File: config.mk
export PLATFORM = sky130hd
export DESIGN_NAME = hptc_regs
export DESIGN_NICKNAME = d
export VERILOG_FILES = /design/src/hptc_pkg.sv /design/src/hptc_sticky.sv /design/src/hptc_regs.sv
export SDC_FILE = /design/constraint.sdc
export NUM_CORES = 1
export LEC_CHECK = 0
export ABC_AREA = 1
export BUFFER_PORTS_ARGS = -buffer_cell sky130_fd_sc_hd__buf_2
export CELL_PAD_IN_SITES_DETAIL_PLACEMENT = 1
export CELL_PAD_IN_SITES_GLOBAL_PLACEMENT = 1
export CORE_UTILIZATION = 33
export CTS_CLUSTER_SIZE = 40
export DETAILED_ROUTE_END_ITERATION = 12
export HOLD_SLACK_MARGIN = 0.15
export PLACE_DENSITY_LB_ADDON = 0.3
export RECOVER_POWER = 25
export SYNTH_ARGS = -nofsm -noshare
export SYNTH_HDL_FRONTEND = slang
export SYNTH_SLANG_ARGS = --single-unit
File: constraint.sdc
create_clock -name core_clk -period 0.9 [get_ports core_clk]
set_input_delay 0.225 -clock core_clk [delete_from_list [all_inputs] [get_ports core_clk]]
set_output_delay 0.225 -clock core_clk [all_outputs]
set_load 0.01 [all_outputs]
File: src/hptc_pkg.sv
package hptc_pkg;

  // ==========================================================
  // Register map
  localparam logic [7:0] FAULT_STAT_ADDR = 8'h04;
  localparam logic [7:0] CONV_STAT_ADDR = 8'h05;
  localparam logic [7:0] FAULT_MASK_ADDR = 8'h07;
  localparam logic [7:0] CONV_MASK_ADDR = 8'h08;
  localparam logic [7:0] CTRL_ADDR = 8'h09;

  // ==========================================================
  // Field positions
  localparam int TMO_BIT = 2;
  localparam int UVLO_BIT = 1;
  localparam int FLT_BIT = 0;
  localparam int BUSY_BIT = 1;
  localparam int EOC_BIT = 0;
  localparam int TRIG_BIT = 7;
  localparam int RAM_BIT = 6;
  localparam int CLK_BIT = 5;
  localparam int MODE_MSB = 4;
  localparam int MODE_LSB = 0;

  // Source index in the flattened status vector
  localparam int SRC_FLT = 0;
  localparam int SRC_UVLO = 1;
  localparam int SRC_TMO = 2;
  localparam int SRC_EOC = 3;
  localparam int SRC_BUSY = 4;
  localparam int N_SRC = 5;

  // ==========================================================
  // Reset values
  localparam logic [2:0] FAULT_MASK_RST = 3'h0;
  localparam logic [1:0] CONV_MASK_RST = 2'h0;
  localparam logic [7:0] CTRL_RST = 8'h00;
  localparam logic [7:0] RD_DATA_RST = 8'h00;
  localparam logic STATUS_RST = 1'b0;

  // ==========================================================
  // Driver interface mode codes
  localparam logic [4:0] MODE_OFF = 5'h00;
  localparam logic [4:0] MODE_TRIG_STORED = 5'h0C;
  localparam logic [4:0] MODE_RAM_PAT = 5'h12;

endpackage

File: src/hptc_sticky.sv
`timescale 1ns/1ps

module hptc_sticky_bit
(
  // Clock and reset
  input wire logic core_clk,
  input wire logic arst_n,
  // Event, software clear and mask enable
  input wire logic set_evt,
  input wire logic clr_req,
  input wire logic mask_en,
  // State
  output logic status,
  output logic pending
);

  typedef struct packed
  {
    logic flag;
  } hptc_sticky_t;

  hptc_sticky_t st_q;
  hptc_sticky_t st_d;

  // ==========================================================
  // Latch regardless of mask; a set beats a clear
  always_comb
  begin
    st_d = st_q;
    st_d.flag = set_evt | (st_q.flag & ~clr_req); // RL10
  end

  always_ff @(posedge core_clk or negedge arst_n)
  begin
    if (!arst_n)
      st_q <= '{flag: hptc_pkg::STATUS_RST};
    else
      st_q <= st_d;
  end

  assign status = st_q.flag;
  assign pending = st_q.flag & mask_en; // RL10
endmodule // hptc_sticky_bit

File: src/hptc_regs.sv
`timescale 1ns/1ps

// Contract
// (RL1) Fault mask bit 2 passes the vibration-timeout interrupt when 1.
// (RL2) Fault mask bit 1 passes the drive-supply lockout interrupt when 1.
// (RL3) Fault mask bit 0 passes the fault-change interrupt when 1.
// (RL4) Register 0x08 bit 1 gates busy change, bit 0 conversion done.
// (RL5) Writing control bit 7 to 1 in trigger modes starts vibration; code starts only if stored bit 7 was 0.
// (RL6) Control bit 6 enables the pattern RAM.
// (RL7) Host keeps clock enable set through vibration, clears mode first.
// (RL8) Register 0x09 holds mode in 4:0, clock enable bit 5, all RW.
// (RL9) Mode zero disables the driver; other codes select interface modes.
// (RL10) Interrupt asserts only for status and mask both 1; status latches.
module hptc_regs
(
  // Clock and reset
  input wire logic core_clk,
  input wire logic arst_n,
  // Register port from the serial control engine
  input wire logic reg_wr_en,
  input wire logic reg_rd_en,
  input wire logic [7:0] reg_addr,
  input wire logic [7:0] reg_wr_data,
  output logic [7:0] reg_rd_data,
  // Interrupt sources
  input wire logic vib_timeout_irq,
  input wire logic drive_supply_lockout_irq,
  input wire logic fault_change_irq,
  input wire logic conv_busy_change_irq,
  input wire logic conv_done_irq,
  // Interrupt and driver controls
  output logic irq,
  output logic [4:0] driver_interface_mode,
  output logic driver_clock_enable,
  output logic pattern_ram_enable,
  output logic driver_enable,
  output logic vib_start
);

  typedef struct packed
  {
    logic [2:0] fault_mask;
    logic [1:0] conv_mask;
    logic [7:0] ctrl;
    logic [7:0] rd_data;
    logic start;
  } hptc_state_t;

  hptc_state_t st_q;
  hptc_state_t st_d;

  logic [hptc_pkg::N_SRC-1:0] src_evt;
  logic [hptc_pkg::N_SRC-1:0] src_clr;
  logic [hptc_pkg::N_SRC-1:0] src_mask;
  logic [hptc_pkg::N_SRC-1:0] stat;
  logic [hptc_pkg::N_SRC-1:0] pend;
  logic wr_fault_stat;
  logic wr_conv_stat;
  logic wr_ctrl;

  // ==========================================================
  // Decode helpers
  function automatic logic hit(input logic en, input logic [7:0] a,
                               input logic [7:0] target);
    hit = en && (a == target);
  endfunction

  // Only the register-triggered modes accept a software start
  function automatic logic is_trig_mode(input logic [4:0] m);
    is_trig_mode = (m == hptc_pkg::MODE_TRIG_STORED) ||
                   (m == hptc_pkg::MODE_RAM_PAT);
  endfunction

  assign wr_fault_stat = hit(reg_wr_en, reg_addr, hptc_pkg::FAULT_STAT_ADDR);
  assign wr_conv_stat = hit(reg_wr_en, reg_addr, hptc_pkg::CONV_STAT_ADDR);
  assign wr_ctrl = hit(reg_wr_en, reg_addr, hptc_pkg::CTRL_ADDR);

  // ==========================================================
  // Interrupt sources
  assign src_evt[hptc_pkg::SRC_FLT] = fault_change_irq;
  assign src_evt[hptc_pkg::SRC_UVLO] = drive_supply_lockout_irq;
  assign src_evt[hptc_pkg::SRC_TMO] = vib_timeout_irq;
  assign src_evt[hptc_pkg::SRC_EOC] = conv_done_irq;
  assign src_evt[hptc_pkg::SRC_BUSY] = conv_busy_change_irq;

  // Status clears by writing 1 to the bit
  assign src_clr[2:0] = {3{wr_fault_stat}} & reg_wr_data[2:0];
  assign src_clr[4:3] = {2{wr_conv_stat}} & reg_wr_data[1:0];

  assign src_mask[hptc_pkg::SRC_FLT] = st_q.fault_mask[hptc_pkg::FLT_BIT]; // RL3
  assign src_mask[hptc_pkg::SRC_UVLO] = st_q.fault_mask[hptc_pkg::UVLO_BIT]; // RL2
  assign src_mask[hptc_pkg::SRC_TMO] = st_q.fault_mask[hptc_pkg::TMO_BIT]; // RL1
  assign src_mask[hptc_pkg::SRC_EOC] = st_q.conv_mask[hptc_pkg::EOC_BIT]; // RL4
  assign src_mask[hptc_pkg::SRC_BUSY] = st_q.conv_mask[hptc_pkg::BUSY_BIT]; // RL4

  generate
    for (genvar i = 0; i < hptc_pkg::N_SRC; i++)
    begin : g_src
      hptc_sticky_bit u_bit
      (
        .core_clk(core_clk),
        .arst_n(arst_n),
        .set_evt(src_evt[i]),
        .clr_req(src_clr[i]),
        .mask_en(src_mask[i]),
        .status(stat[i]),
        .pending(pend[i])
      );
    end
  endgenerate

  assign irq = |pend; // RL10

  // ==========================================================
  // Register writes and reads
  always_comb
  begin
    st_d = st_q;
    st_d.start = 1'b0;
    if (hit(reg_wr_en, reg_addr, hptc_pkg::FAULT_MASK_ADDR))
      st_d.fault_mask = reg_wr_data[2:0]; // RL1
    if (hit(reg_wr_en, reg_addr, hptc_pkg::CONV_MASK_ADDR))
      st_d.conv_mask = reg_wr_data[1:0]; // RL4
    if (wr_ctrl)
    begin
      st_d.ctrl = reg_wr_data; // RL8
      // Start only on a rising trigger bit; rewriting 1 restarts nothing
      st_d.start = reg_wr_data[hptc_pkg::TRIG_BIT] &&
                   !st_q.ctrl[hptc_pkg::TRIG_BIT] &&
                   is_trig_mode(reg_wr_data[4:0]); // RL5
    end
    if (reg_rd_en)
    begin
      case (reg_addr)
        hptc_pkg::FAULT_STAT_ADDR: st_d.rd_data = {5'h00, stat[2:0]};
        hptc_pkg::CONV_STAT_ADDR: st_d.rd_data = {6'h00, stat[4:3]};
        hptc_pkg::FAULT_MASK_ADDR: st_d.rd_data = {5'h00, st_q.fault_mask};
        hptc_pkg::CONV_MASK_ADDR: st_d.rd_data = {6'h00, st_q.conv_mask};
        hptc_pkg::CTRL_ADDR: st_d.rd_data = st_q.ctrl; // RL8
        default: st_d.rd_data = 8'h00;
      endcase
    end
  end

  always_ff @(posedge core_clk or negedge arst_n)
  begin
    if (!arst_n)
      st_q <= '{fault_mask: hptc_pkg::FAULT_MASK_RST,
                conv_mask: hptc_pkg::CONV_MASK_RST,
                ctrl: hptc_pkg::CTRL_RST,
                rd_data: hptc_pkg::RD_DATA_RST,
                start: 1'b0};
    else
      st_q <= st_d;
  end

  // ==========================================================
  // Driver controls
  assign reg_rd_data = st_q.rd_data;
  assign driver_interface_mode = st_q.ctrl[hptc_pkg::MODE_MSB:
                                           hptc_pkg::MODE_LSB]; // RL8
  // Clock sequencing around the mode is the host's duty; not enforced
  assign driver_clock_enable = st_q.ctrl[hptc_pkg::CLK_BIT]; // RL7
  assign pattern_ram_enable = st_q.ctrl[hptc_pkg::RAM_BIT]; // RL6
  assign driver_enable = (driver_interface_mode != hptc_pkg::MODE_OFF); // RL9
  assign vib_start = st_q.start; // RL5
endmodule // hptc_regs

* Yosys cells after proc, flatten, opt, wreduce, memory -nomap -nowiden *
Cells that the tools add are included.

word-level totals
  input bits = 25
  output and inout port bits = 18
  flip-flop bits (word level) = 27

cells by class
  reductions and logical operators = 11
  equality and inequality tests = 7
  multiplexer cells = 2
  bitwise operators = 22

operators by type and width
  kind                  number
  $pmux W8 S5           1
  $eq A8 B3 Y1 const B  3
  $eq A8 B4 Y1 const B  2
  $and A1 B1 Y1         10
  $logic_and A1 B1 Y1   7
  $eq A5 B4 Y1 const B  1
  $eq A5 B5 Y1 const B  1
  $not A1 Y1            5
  $or A1 B1 Y1          5
  $reduce_bool A5 Y1    1
  $reduce_or A5 Y1      1
  $and A3 B3 Y3         1
  $and A2 B2 Y2         1
  $logic_not A1 Y1      1
  $logic_or A1 B1 Y1    1
  $mux W1               1

* Logic depth before layout (Yosys ltp) *
  depth after elaboration = 6
  depth in mapped cells = 9
  mapped depth without buffers = 9

* Modules after synthesis *
A second synthesis with hierarchy kept.

second synthesis, totals
  cell total of the unflattened synthesis = 191
  area, all modules = 1492.7 um^2

by module, submodules not included
  module           area an instance (um^2)  cells each  instances  sequential area each (um^2)
  hptc_regs        1255.0                   156         1          550.5
  hptc_sticky_bit  47.5                     7           5          25.0

* Worst setup path after synthesis *
Ideal clock, no wire load.

  path kind = input -> register
  from = in reg_addr[7]
  to = reg g_src[1].u_bit.st_q
  setup time = 0.121 ns
  buffers on the path = 1
  cell stages on the path = 7
  path slack = -0.137 ns
  data required time = 0.779 ns
  arrival time = 0.917 ns
  cell sequence = nor2_2 nand2_1 clkinv_2 buf_6 nand4_1 o21ai_1 nand2_1

on the way
  longest elaborated chain between the ends = 6

RTL lines
  what                           line               source
  from (decl)                    hptc_regs.sv:22    input wire logic [7:0] reg_addr,
  $eq A8 B3 Y1                   hptc_regs.sv:65    hit = en && (a == target);
  $logic_and A1 B1 Y1            hptc_regs.sv:65
  $and A3 B3 Y3                  hptc_regs.sv:87    assign src_clr[2:0] = {3{wr_fault_stat}} & reg_wr_data[2:0];
  $not A1 Y1                     hptc_sticky.sv:30  st_d.flag = set_evt | (st_q.flag & ~clr_req);
  $and A1 B1 Y1                  hptc_sticky.sv:30
  $or A1 B1 Y1                   hptc_sticky.sv:30
  named net g_src[1].u_bit.st_d  hptc_sticky.sv:23  hptc_sticky_t st_d;
  to (signal assigned)           hptc_sticky.sv:36  st_q <= '{flag: hptc_pkg::STATUS_RST};
  to (signal assigned)           hptc_sticky.sv:38  st_q <= st_d;
  to (decl)                      hptc_sticky.sv:22  hptc_sticky_t st_q;

The timed path passes the listed nets, and every way through them passes these cells.
A chain may end at the register's enable or synchronous reset.

* Worst setup path in the final report *
  from = reg g_src[1].u_bit.st_q
  to = out irq

on the way
  longest elaborated chain between the ends = 2

RTL lines
  what              line               source
  $and A1 B1 Y1     hptc_sticky.sv:42  assign pending = st_q.flag & mask_en;
  $reduce_or A5 Y1  hptc_regs.sv:112   assign irq = |pend;
  to (decl)         hptc_regs.sv:32    output logic irq,

No other way between the ends.

==> flow_summary_export.csv <==
group,metric,value,unit
final_layout,insertedDiodeCount,0,
final_layout,layout-drive-gt1-share,51.0,%
sta,fmax,0.672,GHz
synth,yosys_warnings,0,
global_route,grt_pass1_wl,6.98,mm
synth,synthArstFlopShare,100,%
worst_setup_path,crit_buf_inv,1,
floorplanning,num_io_pins,43,
floorplanning,rows,23,
hold_path,hp-class,"input pin to flop",
power,power.share.combinational,23.0,%
sta,slew_viol_final,0,
power,power_density,1100,nW/um2
sta,finalCriticalPeriod,1490,ps
worst_setup_path,crit_path_frequent_cell,"nand2_1",
global_route,grt_remaining_overflow,0,
synth,synth_edf_count,0,
synth,synthCells,177,
sta,timing.slew.headroom,73.2,%
worst_setup_path,path_max_fanout,2,
power,pwr-share-clk,28.7,%
synth,synthTopCellsByArea,"dfrtp_1, nand2_1, buf_4",
detailed_routing,drt_first_pass_iters,4,
power,switching_share,29.5,%
final_layout,stdcell_area,2410,um2
final_layout,layout.nets,287,
worst_setup_path,critical_path_arrival,1260,ps
worst_setup_path,end_kind,"output port",
synth,synth_nets,202,
outcome,status,"complete, but fails checks",
synth,yosys.area.top_type,"dfrtp_1",
floorplanning,fp.dieH,68.0,um
place,dpl.hpwl,2.99,mm
clock_network,cts.htree.levels,1,
detailed_routing,drt_iter0_drc,82,
floorplanning,die_area,4630,um2
sta,fin_crit_sh,165,%
worst_setup_path,worst_path_max_delay_cell,"dfrtp_1",
place,post-place-cells,275,
detailed_routing,wirelength,5.86,mm
detailed_routing,drt-met1-wl,2.57,mm
floorplanning,start_util,35.2,%
sta,finalSetupTns,-5360,ps
final_layout,layout.cells.non_filler,311,
detailed_routing,ant_nets,0,
synth,ys.flop_type,"dfrtp_1",
clock_network,clk_pin_slew,100,ps
power,intPower,1.87,mW
worst_setup_path,cp_top_family,"flip-flops",
sta,setup_ws,-589,ps
synth,synthesis.area,1440,um2
power,p_leak,1.20,nW
synth,syn_avg_cell_area,8.13,um2
sta,tightest_slew,402,ps
place,gp_congestion,0.776,
clock_network,clockRootBuffer,"clkbuf_8",
sta,setup_viol,28,
clock_network,cts_sinks,27,
place,place_ws,-300,ps
sta,finClkSkew,11.0,ps
global_route,grt_max_degree,28,
place,port_buffers,42,
floorplanning,core,4090,um2
power,ir_drop,0.926,mV
sta,rsz0062_at_grt,"yes",
synth,ys_seq_elements,27,
global_route,grt_pass1_vias,1443,
detailed_routing,vias,1563,
worst_setup_path,crit_chain,"nand2_1 > nand2_1 > a221oi_2 > nand2_1 > buf_2",
detailed_routing,drc,0,
worst_setup_path,cp-start-kind,"flop",
clock_network,cts_tree,"done",
place,placed_cell_area,1840,um2
outcome,violations,"negative setup slack",
global_route,grt_usage,20.6,%
power,seqPwrFrac,48.3,%
synth,synth_top_area_share,47.0,%
detailed_routing,wl_per_cell,18.9,um
synth,ys_seq_area_share,47.0,%
detailed_routing,avgViaCountPerCell,5.03,
clock_network,worstSkewPairLatency,290,ps
final_layout,area.growth.synth_to_final,67.4,%
worst_setup_path,required,670,ps
detailed_routing,met3_length,191,um
floorplanning,die_w,68.0,um
power,p_switching,0.781,mW
detailed_routing,top_layer,"met4",
flow_run,max-cap-violations,0,
worst_setup_path,cpPeakStageDelay,400,ps
clock_network,clk_path_buf_depth,2,
clock_network,numCtsBuffers,3,
worst_setup_path,criticalPathCategory,"flop to output port",
detailed_routing,dr_wl_met2,3.01,mm
sta,hold_violations,0,
global_route,antenna_found_initial,0,
synth,yosysUniqueCellTypes,27,
==> area by class of cell <==
type / count / area, um2
fill: 501 / 1680
timing repair buffer: 94 / 788
multi-input combinational: 115 / 726
sequential: 27 / 677
inverter: 20 / 97.6
tap: 50 / 62.6
clock buffer: 3 / 41.3
timing repair inverter: 1 / 8.76
clock inverter: 1 / 7.51
==> per-layer routing <==
layer  up-vias  track usage, %
li1        735               -
met1       775            26.5
met2        44            36.8
met3         9            3.00
met4         0            3.13
met5         -               0
==> registers in the layout, summed over array words and instances (netlist names) <==
register / cells
vib_start: 1
driver_interface_mode: 5
src_mask: 5
reg_rd_data: 8
pattern_ram_enable: 1
g_src.u_bit.status: 5
driver_clock_enable: 1
st_q: 1
==> power groups by stage <==
stage | Combinational, mW | Clock [mW] | Sequential (mW)
2_1_floorplan | 0.191 | 0 | 1.30
5_1_grt | 0.650 | 0.792 | 1.28
3_5_place_dp | 0.403 | 0 | 1.30
3_3_place_gp | 0.397 | 0 | 1.29
6_report | 0.609 | 0.758 | 1.28
4_1_cts | 0.491 | 0.747 | 1.27
==> synth_stat cells (2+ instances only) <==
cell	n
nand3_1	13
nor2_2	3
buf_6	2
buf_4	13
inv_1	18
o22ai_1	2
o21ai_0	8
nand2_1	49
o21ai_2	5
nand2_2	2
dfrtp_1	27
o21ai_1	6
nand4_1	4
nor2_1	12
==> repair_timing <==
item | 4_1_cts | 5_1_grt
hold buffers | 7 | 0
endpoints found under the hold margin | 33 | 0
pin swaps | 12 | 25
endpoints found under the setup margin | 24 | 40
gates cloned | 1 | 1
resized for setup | 19 | 52
setup buffers | 11 | 17
==> logic make-up after synthesis <==
logic type | count (synthesis) | synth area share (%)
flip-flops | 27 | 47.0
buffers and inverters | 36 | 13.9
AND/OR/NAND/NOR | 87 | 27.4
AO/OA/AOI/OAI | 27 | 11.7
==> layout by cell type, fill, tap and decap left out <==
cell and n:
nor2_1 9, buf_2 31, o22ai_1 2, clkinvlp_4 1, nand2_8 1, inv_6 1, nand2_2 8, clkinv_4 1
nand3_2 5, o21ai_2 4, o31ai_2 1, o21ai_4 1, buf_12 3, a31oi_1 1, nor2_2 3, dfrtp_2 1
buf_4 23, clkbuf_8 3, a221oi_2 1, nand3_4 4, clkbuf_4 2, o21ai_1 9, nand2_4 3, a21oi_1 1
nand2_1 39, nand4_1 4, dlygate4sd3_1 7, dfrtp_1 26, inv_4 2, inv_12 1, nand3_1 7, o21a_1 1
nor2_4 4, nor3_2 1, o21bai_1 1, inv_1 16, buf_6 28, o21ai_0 5
==> stage by stage <==
step	hold WS, ps	power [mW]	util (%)
2_1_floorplan	-70.6	1.49	-
3_3_place_gp	185	1.69	44.9
3_5_place_dp	185	1.70	44.9
4_1_cts	151	2.51	52.2
5_1_grt	152	2.73	58.9
6_report	148	2.65	58.9
==> final timing paths <==
check | from | to | slack, ps | cells after the start
setup / recovery | g_src[1].u_bit.status | irq | -590 | 5
hold / removal | fault_change_irq | g_src[0].u_bit.status | 150 | 2
setup reg to reg | driver_interface_mode[0] | reg_rd_data[0] | -320 | 8
hold reg to reg | reg_rd_data[0] | reg_rd_data[0] | 490 | 2
max in group asynchronous | arst_n | driver_interface_mode[2] | 100 | 3
min in group asynchronous | arst_n | reg_rd_data[2] | 490 | 3
(Power assumes the default switching activity.)
